<file path="config.mk">
export PLATFORM = sky130hd
export DESIGN_NAME = dctm_timer
export DESIGN_NICKNAME = d
export VERILOG_FILES = /design/src/dctm_pkg.sv /design/src/dctm_timer.sv /design/src/dctm_cmpb_buf.sv
export SDC_FILE = /design/constraint.sdc
export NUM_CORES = 1
export LEC_CHECK = 0
export BUFFER_PORTS_ARGS = -buffer_cell sky130_fd_sc_hd__clkbuf_2
export CORE_MARGIN = 2
export CORE_UTILIZATION = 60
export DETAILED_ROUTE_END_ITERATION = 7
export PLACE_DENSITY_LB_ADDON = 0.1
export SLEW_MARGIN = 20
export SYNTH_ARGS = -nofsm -noshare
export SYNTH_HDL_FRONTEND = slang
export SYNTH_SLANG_ARGS = --single-unit
</file>
<file path="constraint.sdc">
create_clock -name CLK -period 3.65 [get_ports CLK]
set_input_delay 1.095 -clock CLK [delete_from_list [all_inputs] [get_ports CLK]]
set_output_delay 1.095 -clock CLK [all_outputs]
set_load 0.02 [all_outputs]
</file>
<file path="src/dctm_pkg.sv">
// Purpose: Shared constants and types of the dual-channel compare-match timer.
// Assumes: Byte-wide memory-mapped register accesses from the CPU.
// Notes:   Every offset, field position and reset value lives here once.

// ============================================================
// Package
// ============================================================
package dctm_pkg;

  // Channel count and the one channel that owns the carrier mode
  localparam int unsigned NUM_CH     = 2;
  localparam int unsigned CARRIER_CH = 1;

  // Register byte addresses
  localparam logic [15:0] ADDR_COMPARE_A_CH0 = 16'hff18;
  localparam logic [15:0] ADDR_COMPARE_B_CH0 = 16'hff19;
  localparam logic [15:0] ADDR_COMPARE_A_CH1 = 16'hff1a;
  localparam logic [15:0] ADDR_COMPARE_B_CH1 = 16'hff1b;
  localparam logic [15:0] ADDR_MODE_CH0      = 16'hff69;
  localparam logic [15:0] ADDR_MODE_CH1      = 16'hff6c;

  // Values after reset
  localparam logic [7:0] RST_COMPARE = 8'h00;
  localparam logic [7:0] RST_MODE    = 8'h00;
  localparam logic [7:0] RST_COUNT   = 8'h00;

  // Field positions inside timer_mode_reg
  localparam int unsigned BIT_RUN_ENABLE = 7;
  localparam int unsigned BIT_MODE_HI    = 3;
  localparam int unsigned BIT_MODE_LO    = 2;
  localparam int unsigned BIT_OUT_LEVEL  = 1;
  localparam int unsigned BIT_OUT_ENABLE = 0;

  // Bits of timer_mode_reg that hold storage; clock select reads as zero
  localparam logic [7:0] MODE_STORED_MASK = 8'h8f;

  // Operating modes
  typedef enum logic [1:0] {
    DCTM_MODE_INTERVAL = 2'b00,
    DCTM_MODE_CARRIER  = 2'b01,
    DCTM_MODE_PWM      = 2'b10,
    DCTM_MODE_RSVD     = 2'b11
  } dctm_mode_t;

endpackage : dctm_pkg

</file>
<file path="src/dctm_timer.sv">
// Purpose: Compare-and-match logic of a two-channel 8-bit timer.
// Assumes: COUNT_TICK carries the selected count clock as a one-cycle enable.
// Notes:   Registers sit on a byte-wide CPU bus; read data follows one cycle later.
//
// Overview of operation
// - Compare A match raises interrupt, toggles output
// - Compare A works in every mode
// - Reset clears both compare registers to zero
// - Compare B used only in PWM, carrier
// - PWM compare B match toggles output, no interrupt
// - Carrier compare B match interrupts and clears counter
// - Running compare B writes wait for old match
// - Write colliding with match keeps compare B
// - Carrier mode only on channel one
// - Run enable low stops and clears counter
// - Level bit sets idle output low or high

`timescale 1ns/1ps
`default_nettype none

module dctm_timer #(
  parameter int unsigned CH = dctm_pkg::NUM_CH  // Channel count
) (
  input  wire logic          CLK,            // System clock, 125 MHz
  input  wire logic          SYS_RST,        // Asynchronous reset, active high
  input  wire logic [15:0]   BUS_ADDR,       // CPU byte address
  input  wire logic [7:0]    BUS_WDATA,      // CPU write data
  input  wire logic          BUS_WR,         // Write strobe, one cycle
  input  wire logic          BUS_RD,         // Read strobe, one cycle
  output logic      [7:0]    BUS_RDATA,      // Read data, valid the cycle after BUS_RD
  input  wire logic [CH-1:0] COUNT_TICK,     // Selected count clock per channel
  output logic      [CH-1:0] TIMER_OUT_PIN,  // Timer output per channel
  output logic      [CH-1:0] MATCH_IRQ       // Interrupt request pulse per channel
);

  // ============================================================
  // State
  // ============================================================
  typedef struct packed {
    logic [CH-1:0][7:0] compare_a;      // First compare register per channel
    logic [CH-1:0][7:0] mode;           // timer_mode_reg per channel
    logic [CH-1:0][7:0] count;          // 8-bit counter per channel
    logic [CH-1:0]      out_ff;         // Output flip-flop per channel
    logic [CH-1:0]      pin;            // Registered pin value
    logic [CH-1:0]      irq;            // Registered interrupt pulse
    logic [7:0]         rdata;          // Registered read data
  } dctm_state_t;

  dctm_state_t st_q;  // Registered state
  dctm_state_t st_d;  // Next state

  // Per-channel views of the second compare register
  logic [CH-1:0][7:0] cmpb_active;  // Value the comparator uses
  logic [CH-1:0][7:0] cmpb_shadow;  // Value returned to reads
  logic [CH-1:0]      cmpb_wr;      // Byte write to compare_b of a channel
  logic [CH-1:0]      cmpb_match;   // Compare B match event on a tick

  // ============================================================
  // Address decode helpers
  // ============================================================
  // Compare A address of a channel
  function automatic logic [15:0] addr_cmpa(input int unsigned ch);
    addr_cmpa = (ch == 0) ? dctm_pkg::ADDR_COMPARE_A_CH0 : dctm_pkg::ADDR_COMPARE_A_CH1;
  endfunction

  // Compare B address of a channel
  function automatic logic [15:0] addr_cmpb(input int unsigned ch);
    addr_cmpb = (ch == 0) ? dctm_pkg::ADDR_COMPARE_B_CH0 : dctm_pkg::ADDR_COMPARE_B_CH1;
  endfunction

  // Mode register address of a channel
  function automatic logic [15:0] addr_mode(input int unsigned ch);
    addr_mode = (ch == 0) ? dctm_pkg::ADDR_MODE_CH0 : dctm_pkg::ADDR_MODE_CH1;
  endfunction

  // Effective mode: carrier on a channel without it falls back to interval,
  // and the reserved code is treated the same way so the counter never hangs
  function automatic dctm_pkg::dctm_mode_t eff_mode(input logic [7:0] m,
                                                    input int unsigned ch);
    logic [1:0] code;
    code = m[dctm_pkg::BIT_MODE_HI:dctm_pkg::BIT_MODE_LO];
    case (code)
      2'b10: begin
        eff_mode = dctm_pkg::DCTM_MODE_PWM;
      end
      2'b01: begin
        eff_mode = (ch == dctm_pkg::CARRIER_CH) ? dctm_pkg::DCTM_MODE_CARRIER
                                                : dctm_pkg::DCTM_MODE_INTERVAL;
      end
      default: begin
        eff_mode = dctm_pkg::DCTM_MODE_INTERVAL;
      end
    endcase
  endfunction

  // ============================================================
  // Second compare registers, one buffered instance per channel
  // ============================================================
  genvar gi;
  generate
    for (gi = 0; gi < CH; gi++) begin : g_cmpb
      // Write strobe for this channel's compare_b
      assign cmpb_wr[gi] = BUS_WR && (BUS_ADDR == addr_cmpb(gi));

      // Compare B only matters in PWM and carrier modes
      assign cmpb_match[gi] = st_q.mode[gi][dctm_pkg::BIT_RUN_ENABLE] && COUNT_TICK[gi]
                              && (st_q.count[gi] == cmpb_active[gi])
                              && (eff_mode(st_q.mode[gi], gi) != dctm_pkg::DCTM_MODE_INTERVAL);

      dctm_cmpb_buf u_cmpb (
        .clk     (CLK),
        .rst     (SYS_RST),
        .wr_en   (cmpb_wr[gi]),
        .wdata   (BUS_WDATA),
        .running (st_q.mode[gi][dctm_pkg::BIT_RUN_ENABLE]),
        .match   (cmpb_match[gi]),
        .active  (cmpb_active[gi]),
        .shadow  (cmpb_shadow[gi])
      );
    end
  endgenerate

  // ============================================================
  // Next-state logic: bus, counters, outputs
  // ============================================================
  always_comb begin
    logic                 run;      // Channel counting
    logic                 tick;     // Count clock edge this cycle
    logic                 match_a;  // Counter equals compare A
    logic                 toggle;   // Output flip-flop inverts
    logic                 clr;      // Counter returns to zero
    logic                 irq;      // Interrupt this tick
    dctm_pkg::dctm_mode_t md;       // Effective mode
    run     = 1'b0;
    tick    = 1'b0;
    match_a = 1'b0;
    toggle  = 1'b0;
    clr     = 1'b0;
    irq     = 1'b0;
    md      = dctm_pkg::DCTM_MODE_INTERVAL;
    st_d    = st_q;
    st_d.rdata = 8'h00;

    for (int unsigned i = 0; i < CH; i++) begin
      run     = st_q.mode[i][dctm_pkg::BIT_RUN_ENABLE];
      tick    = COUNT_TICK[i];
      md      = eff_mode(st_q.mode[i], i);
      // Compare A is checked in every mode
      match_a = (st_q.count[i] == st_q.compare_a[i]);
      toggle  = 1'b0;
      clr     = 1'b0;
      irq     = 1'b0;

      // Bus writes to compare A; holding it while running is up to software
      if (BUS_WR && (BUS_ADDR == addr_cmpa(i))) begin
        st_d.compare_a[i] = BUS_WDATA;
      end

      // Mode writes: while running only the run enable may change, the
      // other fields are frozen so a stray write cannot break a period
      if (BUS_WR && (BUS_ADDR == addr_mode(i))) begin
        if (run) begin
          st_d.mode[i][dctm_pkg::BIT_RUN_ENABLE] = BUS_WDATA[dctm_pkg::BIT_RUN_ENABLE];
        end else begin
          st_d.mode[i] = BUS_WDATA & dctm_pkg::MODE_STORED_MASK;
        end
      end

      if (!run) begin
        // Stopped: counter held at zero, output back to default
        st_d.count[i]  = dctm_pkg::RST_COUNT;
        st_d.out_ff[i] = st_q.mode[i][dctm_pkg::BIT_OUT_LEVEL];
      end else if (tick) begin
        case (md)
          dctm_pkg::DCTM_MODE_PWM: begin
            if (match_a) begin
              // Period end: interrupt, invert, restart
              irq    = 1'b1;
              toggle = 1'b1;
              clr    = 1'b1;
            end else if (cmpb_match[i]) begin
              // Duty end: invert only, no interrupt
              toggle = 1'b1;
            end
          end
          dctm_pkg::DCTM_MODE_CARRIER: begin
            if (match_a) begin
              irq    = 1'b1;
              toggle = 1'b1;
              clr    = 1'b1;
            end else if (cmpb_match[i]) begin
              // Carrier half period: interrupt and clear together
              irq    = 1'b1;
              toggle = 1'b1;
              clr    = 1'b1;
            end
          end
          default: begin
            if (match_a) begin
              irq    = 1'b1;
              toggle = 1'b1;
              clr    = 1'b1;
            end
          end
        endcase

        // Counter advance or clear on the count clock
        if (clr) begin
          st_d.count[i] = dctm_pkg::RST_COUNT;
        end else begin
          st_d.count[i] = st_q.count[i] + 8'h01;
        end
        // Output flip-flop inversion
        if (toggle) begin
          st_d.out_ff[i] = ~st_q.out_ff[i];
        end
      end

      // Interrupt is a single-cycle pulse
      st_d.irq[i] = irq;

      // Pin shows the flip-flop only while output is enabled; a disabled
      // output reads low so no half-built waveform reaches the board
      st_d.pin[i] = st_q.mode[i][dctm_pkg::BIT_OUT_ENABLE] & st_d.out_ff[i];

      // Read decode; compare B returns the last written value, which may
      // differ from the active one until the pending transfer happens
      if (BUS_RD) begin
        if (BUS_ADDR == addr_cmpa(i)) begin
          st_d.rdata = st_q.compare_a[i];
        end else if (BUS_ADDR == addr_cmpb(i)) begin
          st_d.rdata = cmpb_shadow[i];
        end else if (BUS_ADDR == addr_mode(i)) begin
          st_d.rdata = st_q.mode[i];
        end
      end
    end
  end

  // ============================================================
  // State register
  // ============================================================
  // Reset clears compare A, mode and counters
  always_ff @(posedge CLK or posedge SYS_RST) begin
    if (SYS_RST) begin
      st_q.compare_a <= {CH{dctm_pkg::RST_COMPARE}};
      st_q.mode      <= {CH{dctm_pkg::RST_MODE}};
      st_q.count     <= {CH{dctm_pkg::RST_COUNT}};
      st_q.out_ff    <= '0;
      st_q.pin       <= '0;
      st_q.irq       <= '0;
      st_q.rdata     <= 8'h00;
    end else begin
      st_q <= st_d;
    end
  end

  // ============================================================
  // Outputs, each straight from a flip-flop
  // ============================================================
  assign BUS_RDATA     = st_q.rdata;
  assign TIMER_OUT_PIN = st_q.pin;
  assign MATCH_IRQ     = st_q.irq;

endmodule // dctm_timer

`default_nettype wire

</file>
<file path="src/dctm_cmpb_buf.sv">
// Purpose: Buffered second compare register of one timer channel.
// Assumes: Writes and match events are single-cycle strobes on CLK.
// Notes:   Running writes wait in a latch until the old value matches.

`timescale 1ns/1ps
`default_nettype none

module dctm_cmpb_buf (
  input  wire logic       clk,       // System clock
  input  wire logic       rst,       // Asynchronous reset, active high
  input  wire logic       wr_en,     // Byte write to this register
  input  wire logic [7:0] wdata,     // Write data
  input  wire logic       running,   // Channel run enable
  input  wire logic       match,     // Counter equals the active value on a tick
  output logic      [7:0] active,    // Value used by the comparator
  output logic      [7:0] shadow     // Value last written, returned on reads
);

  // ============================================================
  // State
  // ============================================================
  typedef struct packed {
    logic [7:0] active;   // Comparator value
    logic [7:0] shadow;   // Latched write value
    logic       pending;  // Latch holds a value not yet transferred
  } dctm_cmpb_state_t;

  dctm_cmpb_state_t st_q;  // Registered state
  dctm_cmpb_state_t st_d;  // Next state

  // ============================================================
  // Next-state logic
  // ============================================================
  always_comb begin
    st_d = st_q;
    if (wr_en) begin
      st_d.shadow = wdata;
      if (!running) begin
        // Stopped timer: value takes effect at once
        st_d.active  = wdata;
        st_d.pending = 1'b0;
      end else begin
        // Running timer: park the value until the old one matches
        st_d.pending = 1'b1;
      end
    end else if (match && st_q.pending) begin
      // Transfer on a match with the old value
      st_d.active  = st_q.shadow;
      st_d.pending = 1'b0;
    end
    // A write in the match cycle leaves active untouched
  end

  // Registers cleared to zero by system reset
  always_ff @(posedge clk or posedge rst) begin
    if (rst) begin
      st_q <= '{active: dctm_pkg::RST_COMPARE, shadow: dctm_pkg::RST_COMPARE, pending: 1'b0};
    end else begin
      st_q <= st_d;
    end
  end

  assign active = st_q.active;
  assign shadow = st_q.shadow;

endmodule // dctm_cmpb_buf

`default_nettype wire

</file>
Word-level counts from Yosys, hierarchy flattened
Cells that the tools add are included.
- flip-flop bits (word level): 90
- bits of input ports: 30
- output and inout port bits: 12
- word-level logic and storage cells: 127
- add/subtract/negate cells: 2
- equality and inequality tests: 21
- muxes and demuxes: 56
- bitwise gates (word level): 6
- reductions and logical operators: 24
- operators by type and width (cell ; number):
    two-way mux 8 bit ; 20
    == test 16 bit, second input constant ; 6
    two-way mux 1 bit ; 34
    == test 8 bit ; 4
    adder 8 x 1 -> 8 bit, second input constant ; 2
    logical AND 1 bit ; 14
    == test 2 bit, second input constant ; 4
    != test 2 bit, second input constant ; 4
    AND reduction 2 bit ; 4
    nonzero test 2 bit ; 4
    == test 2 x 1 -> 1 bit, second input constant ; 3
    NOT 1 bit ; 4
    case mux 2 bit (2 select lines) ; 1
    OR reduction 2 bit ; 2
    AND 1 bit ; 2
    two-way mux 2 bit ; 1

Depth between registers and ports, before layout
Gate-level depths: netlist of run 1.
- depth after elaboration: 13
- depth in mapped cells: 7
- gate-level depth less buffers: 6

Cells and area by module
A second synthesis of run 1 with hierarchy kept.
- cell total of the unflattened synthesis: 492
- area total of the unflattened synthesis: 5195.0 µm²
- modules (own cells, without submodules) (module ; instances ; cells each ; area each (µm²) ; seq. area each (µm²)):
    dctm_timer ; 1 ; 340 ; 3478.3 ; 1401.3
    dctm_cmpb_buf ; 2 ; 76 ; 858.3 ; 425.4

Least setup slack after synthesis of run 1
Ideal clock, no wire load.
- path kind: input -> register
- start point: input port BUS_ADDR[5]
- end point: register g_cmpb[1].u_cmpb.st_q (netlist bit g_cmpb[1].u_cmpb.shadow[4])
- setup time: 127 ps
- arrival: 2845 ps
- data required time: 3523 ps
- setup slack: 677 ps
- cell stages on the path: 5
- path buffers: 1
- cell sequence: or4b_4 or4_4 nor3_4 buf_6 mux2_1
- word-level cells in the longest chain between the ends: 2
- RTL lines (what ; RTL line ; RTL):
    start: declaration ; dctm_timer.sv:26 ; input wire logic [15:0] BUS_ADDR,
    == test 16 bit ; dctm_timer.sv:103 ; assign cmpb_wr[gi] = BUS_WR && (BUS_ADDR == addr_cmpb(gi));
    logical AND 1 bit ; dctm_timer.sv:103 ;
    end signal: assignment ; dctm_cmpb_buf.sv:57 ; st_q <= '{active: dctm_pkg::RST_COMPARE, shadow: dctm_pkg::RST_COMPARE, pending: 1'b0};
    end signal: assignment ; dctm_cmpb_buf.sv:59 ; st_q <= st_d;
    end: declaration ; dctm_cmpb_buf.sv:28 ; dctm_cmpb_state_t st_q;
Every way passes these cells.
A chain may end at the register's enable or synchronous reset.

Worst setup path after layout of run 1
- start point: input port BUS_ADDR[5]
- end point: register g_cmpb[1].u_cmpb.st_q (netlist bit g_cmpb[1].u_cmpb.shadow[2])
The elaborated chain is that of the path after synthesis.

==> key figures, run 1 <==
Worst setup path
  • Cells on worst reg2reg path: 6
  • Delay-heaviest family, CP: simple AND/OR/NAND/NOR gates
  • Worst R2R Setup Slack: 1.32 ns
  • Critical-path top delay cell: or4_4
  • Max incr delay on CP: 0.56 ns
  • CP Buf/Inv Count: 1
  • Critical path cell sequence: clkbuf_2 -> or4b_4 -> or4_4 -> nor3_4 -> mux2_2
  • CP Depth: 5
  • CP arrival: 3.14 ns
  • Critical path fanouts, max: 13
  • Critical path type: in -> reg
  • Crit end category: flip-flop
  • CP Data Required Time: 3.89 ns
  • Kind of start point of the critical path: input pin

Floorplan
  • Die Y: 93.9 microns
  • Die ar.: 8820 sq um
  • Area of the core: 7770 sq um
  • I/O pin cnt: 42
  • Initial Utilization: 0.624
  • Die width: 93.9 microns
  • Row cnt: 32

Timing
  • Final hold vios: 0
  • Fin Setup TNS: 0 ns
  • Final period util: 0.794
  • Slew Limit Fails: 0
  • Setup ws final: 0.750 ns
  • RSZ-0062 raised after global routing: false
  • Worst slew margin relative to its limit: 0.492
  • Tmin final: 2.90 ns
  • Final Skew: 0.00690 ns
  • Final setup fails: 0
  • Worst hold margin: 0.529 ns
  • F_max: 345 MHz
  • Worst slew pin tran: 0.756 ns

Placement
  • Placer Congestion: 0.873
  • Placed Instances: 566
  • Dpl ws: 0.396 ns
  • I/O Buffers: 41
  • Placed instance area: 5060 sq um
  • Detailed Place HPWL: 8.29 mm

Routing
  • Vias per inst: 6.25
  • First-pass iteration count of the detailed router: 7
  • Avg WL per Cell: 19.3 microns
  • Final wirelength: 11.2 mm
  • Via count: 3,629
  • ANT nets after route: 0
  • Residual DRC: 0
  • Drt initial violations: 287

Pwr
  • Sw Share: 0.222
  • Cell Pwr Density: 341 nW/um^2
  • NetSw: 399 uW
  • VDD IR-drop max: 237 uV
  • Sequential share of power: 0.555
  • Internal power: 1400 uW
  • Clock network fraction of design power: 0.404
  • Logic pwr share: 0.041
  • Leak: 0.00246 uW

Layout
  • Layout cells sized above 1: 0.265
  • N_diodes: 0
  • Area of all placed cells without fillers: 5280 sq um
  • Filler instances: 601
  • Area Growth Syn to Fin: 8.82%
  • Final #Nets: 508
  • Final Non-Filler Cells: 581

Clocking
  • TritonCTS Buffers: 9
  • Root Buffer Master: clkbuf_8
  • TritonCTS clock tree: yes
  • Resized Gates After CTS: 0
  • Clock-pin slew on the worst setup and hold paths: 0.08 ns
  • Clk_lat worst skew: 0.35 ns
  • Hold_buf cts: 0
  • Post-CTS Setup Bufs: 0
  • Max Root-Sink Buffers: 2
  • CTS H-tree depth: 3
  • CTS sink cnt: 90

Synth
  • Post-synthesis cell area: 4850 sq um
  • Synth cell types: 54
  • Top-count cell post-synth: dfrtp_1
  • #FFs+latches synth: 90
  • Synthesized Nets: 481
  • EDFF count, synth: 0
  • Top cell type's share of synthesized area: 0.464
  • Sequential-to-total area share from yosys stat: 0.464
  • Ranking of synthesized cells by area: dfrtp_1 (46%), mux2_2 (8.4%), xnor2_1 (4.7%)
  • Synth area leader: dfrtp_1
  • Syn_area_per_cell: 10.8 sq um
  • Commonest cells in the netlist: dfrtp_1 (90), nand2_1 (39), mux2_2 (36), xnor2_1 (26), nor2_1 (25)
  • Top FF cell, synth: dfrtp_1
  • Mapped Cells: 448
  • Async SR Flop Fraction: 1.00
  • Warnings from Yosys: 0

Global route
  • Pin count of the biggest net entering global routing: 52
  • Antenna violations before repair: 0
  • First-pass GRT wire length: 18.9 mm
  • GR Overflow Total: 0
  • Vias in the first global route: 3,571
  • Gr usage total: 0.281

Worst hold path
  • HP Class: reg -> reg
  • Worst hold stages: 1

Job
  • MaxCap Viol Count: 0

Status
  • Outcome: finished, final reports clean
[registers in the layout (all words and copies together), names as in the netlist]
register / cells
g_cmpb.u_cmpb.st_q: 2
MATCH_IRQ: 2
TIMER_OUT_PIN: 2
g_cmpb.u_cmpb.shadow: 16
g_cmpb.u_cmpb.active: 16
st_q: 44
BUS_RDATA: 8
[power groups by stage]
| stage | Combinational [uW] | Clock (uW) | Sequential, uW |
|---|---|---|---|
| after floorplan | 30.3 | 0 | 1020 |
| after global placement | 73.0 | 0 | 1020 |
| after detailed placement | 74.4 | 0 | 1020 |
| after CTS | 74.6 | 736 | 997 |
| after global routing | 83.5 | 778 | 997 |
| final | 73.6 | 727 | 997 |
[cell usage in the layout (no fill, tap or decap), types with 11 or more instances in the layout]
master / instances
dfrtp_1: 90
clkbuf_2: 41
nand2_1: 39
mux2_2: 36
xnor2_1: 26
nor2_1: 25
a21oi_1: 17
nand3_1: 15
o21ai_0: 13
xor2_1: 12
nand2b_1: 11
[area by class of cell]
type / instances / area, sq um / share of cell area
multi-input cells: 318 / 2400 / 0.454
flip-flops and latches: 90 / 2250 / 0.427
repair buffers: 46 / 255 / 0.0484
clock buffers: 10 / 128 / 0.0242
well taps: 102 / 128 / 0.0242
clock inverters: 5 / 80.1 / 0.0152
inverters: 10 / 38.8 / 0.00735
[metal layers]
layer | wire, microns | track usage | up-vias
li1 | - | - | 1692
met1 | 5450 | 0.435 | 1788
met2 | 4910 | 0.403 | 134
met3 | 650 | 0.0449 | 15
met4 | 197 | 0.0906 | 0
met5 | 0 | 0 | -
[final timing paths]
path                                             from                          to
max                                       BUS_ADDR[5]  g_cmpb[1].u_cmpb.shadow[2]
min                        g_cmpb[1].u_cmpb.shadow[5]  g_cmpb[1].u_cmpb.shadow[5]
max reg2reg                                  st_q[41]  g_cmpb[1].u_cmpb.active[0]
min reg2reg                g_cmpb[1].u_cmpb.shadow[5]  g_cmpb[1].u_cmpb.shadow[5]
max in group asynchronous                     SYS_RST  g_cmpb[0].u_cmpb.active[6]
min in group asynchronous                     SYS_RST  g_cmpb[1].u_cmpb.active[7]
[cell families after synthesis]
group,synth area share
adder cells (fa/ha/maj),0.00774
multiplexers,0.115
XOR/XNOR,0.0686
AND/OR/NAND/NOR,0.172
AO/OA/AOI/OAI,0.129
buffers and inverters,0.0428
flip-flops,0.464
[metrics by stage]
step | utilization | power [uW]
after floorplan | - | 1050
after global placement | 0.652 | 1090
after detailed placement | 0.652 | 1090
after CTS | 0.679 | 1810
after global routing | 0.679 | 1860
final | 0.679 | 1800
Note: power is estimated with default switching activity, not from simulation.
==> run 2: changes to the inputs <==
--- a/config.mk
+++ b/config.mk
@@ -7,7 +7,7 @@
 export LEC_CHECK = 0
 export BUFFER_PORTS_ARGS = -buffer_cell sky130_fd_sc_hd__clkbuf_2
 export CORE_MARGIN = 2
-export CORE_UTILIZATION = 60
+export CORE_UTILIZATION = 54
 export DETAILED_ROUTE_END_ITERATION = 7
 export PLACE_DENSITY_LB_ADDON = 0.1
 export SLEW_MARGIN = 20
==> constraint.sdc (replaced) <==
create_clock -name CLK -period 2.6 [get_ports CLK]
set_input_delay 0.78 -clock CLK [delete_from_list [all_inputs] [get_ports CLK]]
set_output_delay 0.78 -clock CLK [all_outputs]
set_load 0.02 [all_outputs]
==> run 2 against run 1 <==
Net effect: count of clock-buffer cells in the layout unchanged; worst hold slack got worse by 0.084 ns; combinational power up 60%; register-to-register slack worse by 0.97 ns; sequential share of layout area is 1.5 points lower; global-route usage shrank 2.6 points; final area increased by 3.7%; die area increased by 11%; wire length increased by 5.6%; critical endpoint is now g_cmpb[1].u_cmpb.active[3].
==> key figures, run 2 (synthesis results as in run 1) <==
Layout
  • Most flop-heavy register: st_q (unchanged)
  • Final #Nets: 533 (was 508)
  • Area of all placed cells without fillers: 5470 sq um (was 5280 sq um)
  • Final Non-Filler Cells: 613 (was 581)
  • Layout cells sized above 1: 0.303 (was 0.265)
  • Largest register FFs: 44 (unchanged)
  • Most common cell after layout, fill and taps aside: dfrtp_1 (unchanged)
  • Area Growth Syn to Fin: 12.8% (was 8.82%)
  • Final Util: 0.628 (was 0.679)
  • N_diodes: 0 (unchanged)
  • Most frequent cells in the layout: dfrtp_1 (90), clkbuf_2 (41), nand2_1 (39), mux2_2 (36), buf_4 (27) (was dfrtp_1 (90), clkbuf_2 (41), nand2_1 (39), mux2_2 (36), xnor2_1 (26))

Global route
  • GR Overflow Total: 0 (unchanged)
  • Vias in the first global route: 3,614 (was 3,571)
  • Pin count of the biggest net entering global routing: 44 (was 52)
  • Gr usage total: 0.255 (was 0.281)
  • Antenna violations before repair: 0 (unchanged)
  • First-pass GRT wire length: 19.6 mm (was 18.9 mm)

Timing
  • F_max: 407 MHz
  • Worst slew pin tran: 0.697 ns (was 0.756 ns)
  • Tmin final: 2.46 ns
  • Final period util: 0.946
  • Final Skew: 0.0114 ns (was 0.00690 ns)
  • Slew Limit Fails: 0 (unchanged)
  • Worst hold margin: 0.445 ns (was 0.529 ns)
  • Final hold vios: 0 (unchanged)
  • Worst slew margin relative to its limit: 0.531 (was 0.492)
  • RSZ-0062 raised after global routing: false (unchanged)
  • Final setup fails: 0 (unchanged)

Worst setup path
  • Delay-heaviest family, CP: simple AND/OR/NAND/NOR gates (unchanged)
  • Critical path type: in -> reg (unchanged)
  • R2r endpoint: g_cmpb[1].u_cmpb.active[3] (was g_cmpb[1].u_cmpb.active[0])
  • Worst R2R Setup Slack: 0.35 ns (was 1.32 ns)
  • CP Data Required Time: 2.89 ns (was 3.89 ns)
  • Worst setup endpoint: g_cmpb[1].u_cmpb.active[3] (was g_cmpb[1].u_cmpb.shadow[2])
  • Max incr delay on CP: 0.55 ns (was 0.56 ns)
  • Cells on worst reg2reg path: 5 (was 6)
  • Critical-path top delay cell: or4b_4 (was or4_4)
  • Critical path cell sequence: clkbuf_2 -> or4b_4 -> or4_4 -> nor3_4 -> buf_4 -> o32ai_1 -> a21oi_1 (was clkbuf_2 -> or4b_4 -> or4_4 -> nor3_4 -> mux2_2)
  • Worst r2r src: st_q[40] (was st_q[41])
  • Crit end category: flip-flop (unchanged)
  • CP arrival: 2.75 ns (was 3.14 ns)
  • CP Depth: 7 (was 5)
  • CP Buf/Inv Count: 2 (was 1)
  • Worst setup startpoint: BUS_ADDR[5] (unchanged)
  • Kind of start point of the critical path: input pin (unchanged)
  • Critical path fanouts, max: 7 (was 13)

Pwr
  • Leak: 0.00259 uW (was 0.00246 uW)
  • Total chip power: 2400 uW (was 1800 uW)
  • Cell Pwr Density: 438 nW/um^2 (was 341 nW/um^2)
  • VDD IR-drop max: 234 uV (was 237 uV)

Clocking
  • Clk_lat worst skew: 0.36 ns (was 0.35 ns)
  • Max Root-Sink Buffers: 2 (unchanged)
  • Post-CTS Setup Bufs: 0 (unchanged)
  • Clock-pin slew on the worst setup and hold paths: 0.10 ns (was 0.08 ns)
  • TritonCTS Buffers: 9 (unchanged)
  • CTS H-tree depth: 3 (unchanged)
  • Resized Gates After CTS: 0 (unchanged)
  • TritonCTS clock tree: yes (unchanged)
  • Root Buffer Master: clkbuf_8 (unchanged)
  • CTS sink cnt: 90 (unchanged)
  • Hold_buf cts: 0 (unchanged)

Floorplan
  • Initial Utilization: 0.556 (was 0.624)
  • Die width: 98.8 microns (was 93.9 microns)
  • Row cnt: 34 (was 32)
  • I/O pin cnt: 42 (unchanged)
  • Die ar.: 9750 sq um (was 8820 sq um)
  • Area of the core: 8720 sq um (was 7770 sq um)
  • Die Y: 98.8 microns (was 93.9 microns)

Routing
  • Residual DRC: 0 (unchanged)
  • Post-Route M1 WL: 5.55 mm (was 5.45 mm)
  • WL met3: 726 microns (was 650 microns)
  • Avg WL per Cell: 19.3 microns (about the same)
  • Final wirelength: 11.8 mm (was 11.2 mm)
  • Drt initial violations: 261 (was 287)
  • Via count: 3,759 (was 3,629)
  • First-pass iteration count of the detailed router: 5 (was 7)
  • Top layer used by detailed routing: met4 (unchanged)
  • Vias per inst: 6.13 (was 6.25)
  • Met2 wire length: 5.31 mm (was 4.91 mm)
  • ANT nets after route: 0 (unchanged)

Placement
  • Detailed Place HPWL: 8.88 mm (was 8.29 mm)
  • Placed instance area: 5290 sq um (was 5060 sq um)
  • I/O Buffers: 41 (unchanged)
  • Placed Instances: 597 (was 566)
  • Placer Congestion: 0.873 (about the same)

Job
  • MaxCap Viol Count: 0 (unchanged)

Worst hold path
  • HP Class: in -> async (was reg -> reg)

Status
  • Outcome: finished, final reports clean (unchanged)
-- run 2: cell types whose count changed in the layout (fill, tap and decap cells not counted), sizes merged --
cell / previous run / this run
inv: 9 / 10
bufinv: 2 / 0
buf: 5 / 30
clkinvlp: 2 / 1
clkinv: 2 / 5
-- run 2: cell type report --
class	instances	area [sq um]
well taps	108	135
clock buffers	10	128
flip-flops and latches	90	2250
inverters	10	41.3
fillers	698	3250
repair buffers	71	468
clock inverters	6	52.6
multi-input cells	318	2400
-- run 2: worst register-to-register path: cells and delay by family (launching register included) --
family                     cells  cell delay (ns)
AOI/OAI and AO/OA              2             0.45
adders and majority gates      1             0.32
DFF                            1             0.42
and+or+nand+nor                2             0.97
-- run 2: routing by layer --
| layer | track usage | vias up |
|---|---|---|
| li1 | - | 1741 |
| met1 | 0.399 | 1851 |
| met2 | 0.360 | 144 |
| met3 | 0.0355 | 23 |
| met4 | 0.0980 | 0 |
| met5 | 0 | - |
-- run 2: worst min path at each step --
stage / cells after the start / from / slack (ns) / end
3_3_place_gp: 1 / g_cmpb[1].u_cmpb.shadow[5] / 0.48 / g_cmpb[1].u_cmpb.shadow[5]
6_report: 2 / SYS_RST / 0.44 / g_cmpb[1].u_cmpb.active[4]
4_1_cts: 2 / SYS_RST / 0.45 / g_cmpb[1].u_cmpb.active[6]
5_1_grt: 2 / SYS_RST / 0.47 / g_cmpb[1].u_cmpb.active[4]
2_1_floorplan: 2 / g_cmpb[0].u_cmpb.shadow[4] / 0.46 / g_cmpb[0].u_cmpb.shadow[4]
3_5_place_dp: 1 / g_cmpb[1].u_cmpb.shadow[5] / 0.49 / g_cmpb[1].u_cmpb.shadow[5]
-- run 2: through the flow --
stage | TNS, ns | worst slack [ns]
after global routing | 0 | 0.0737
after detailed placement | -5.13 | -0.232
after floorplan | -0.0814 | -0.0407
after CTS | 0 | 0.149
after global placement | -3.92 | -0.169
final | 0 | 0.140
-- run 2: power by group --
part	internal, uW	leakage (uW)	total (uW)	switching [uW]
clock network	360	0.0000910	882	522
logic	38.7	0.00124	118	79.6
registers	1400	0.00125	1400	0.411
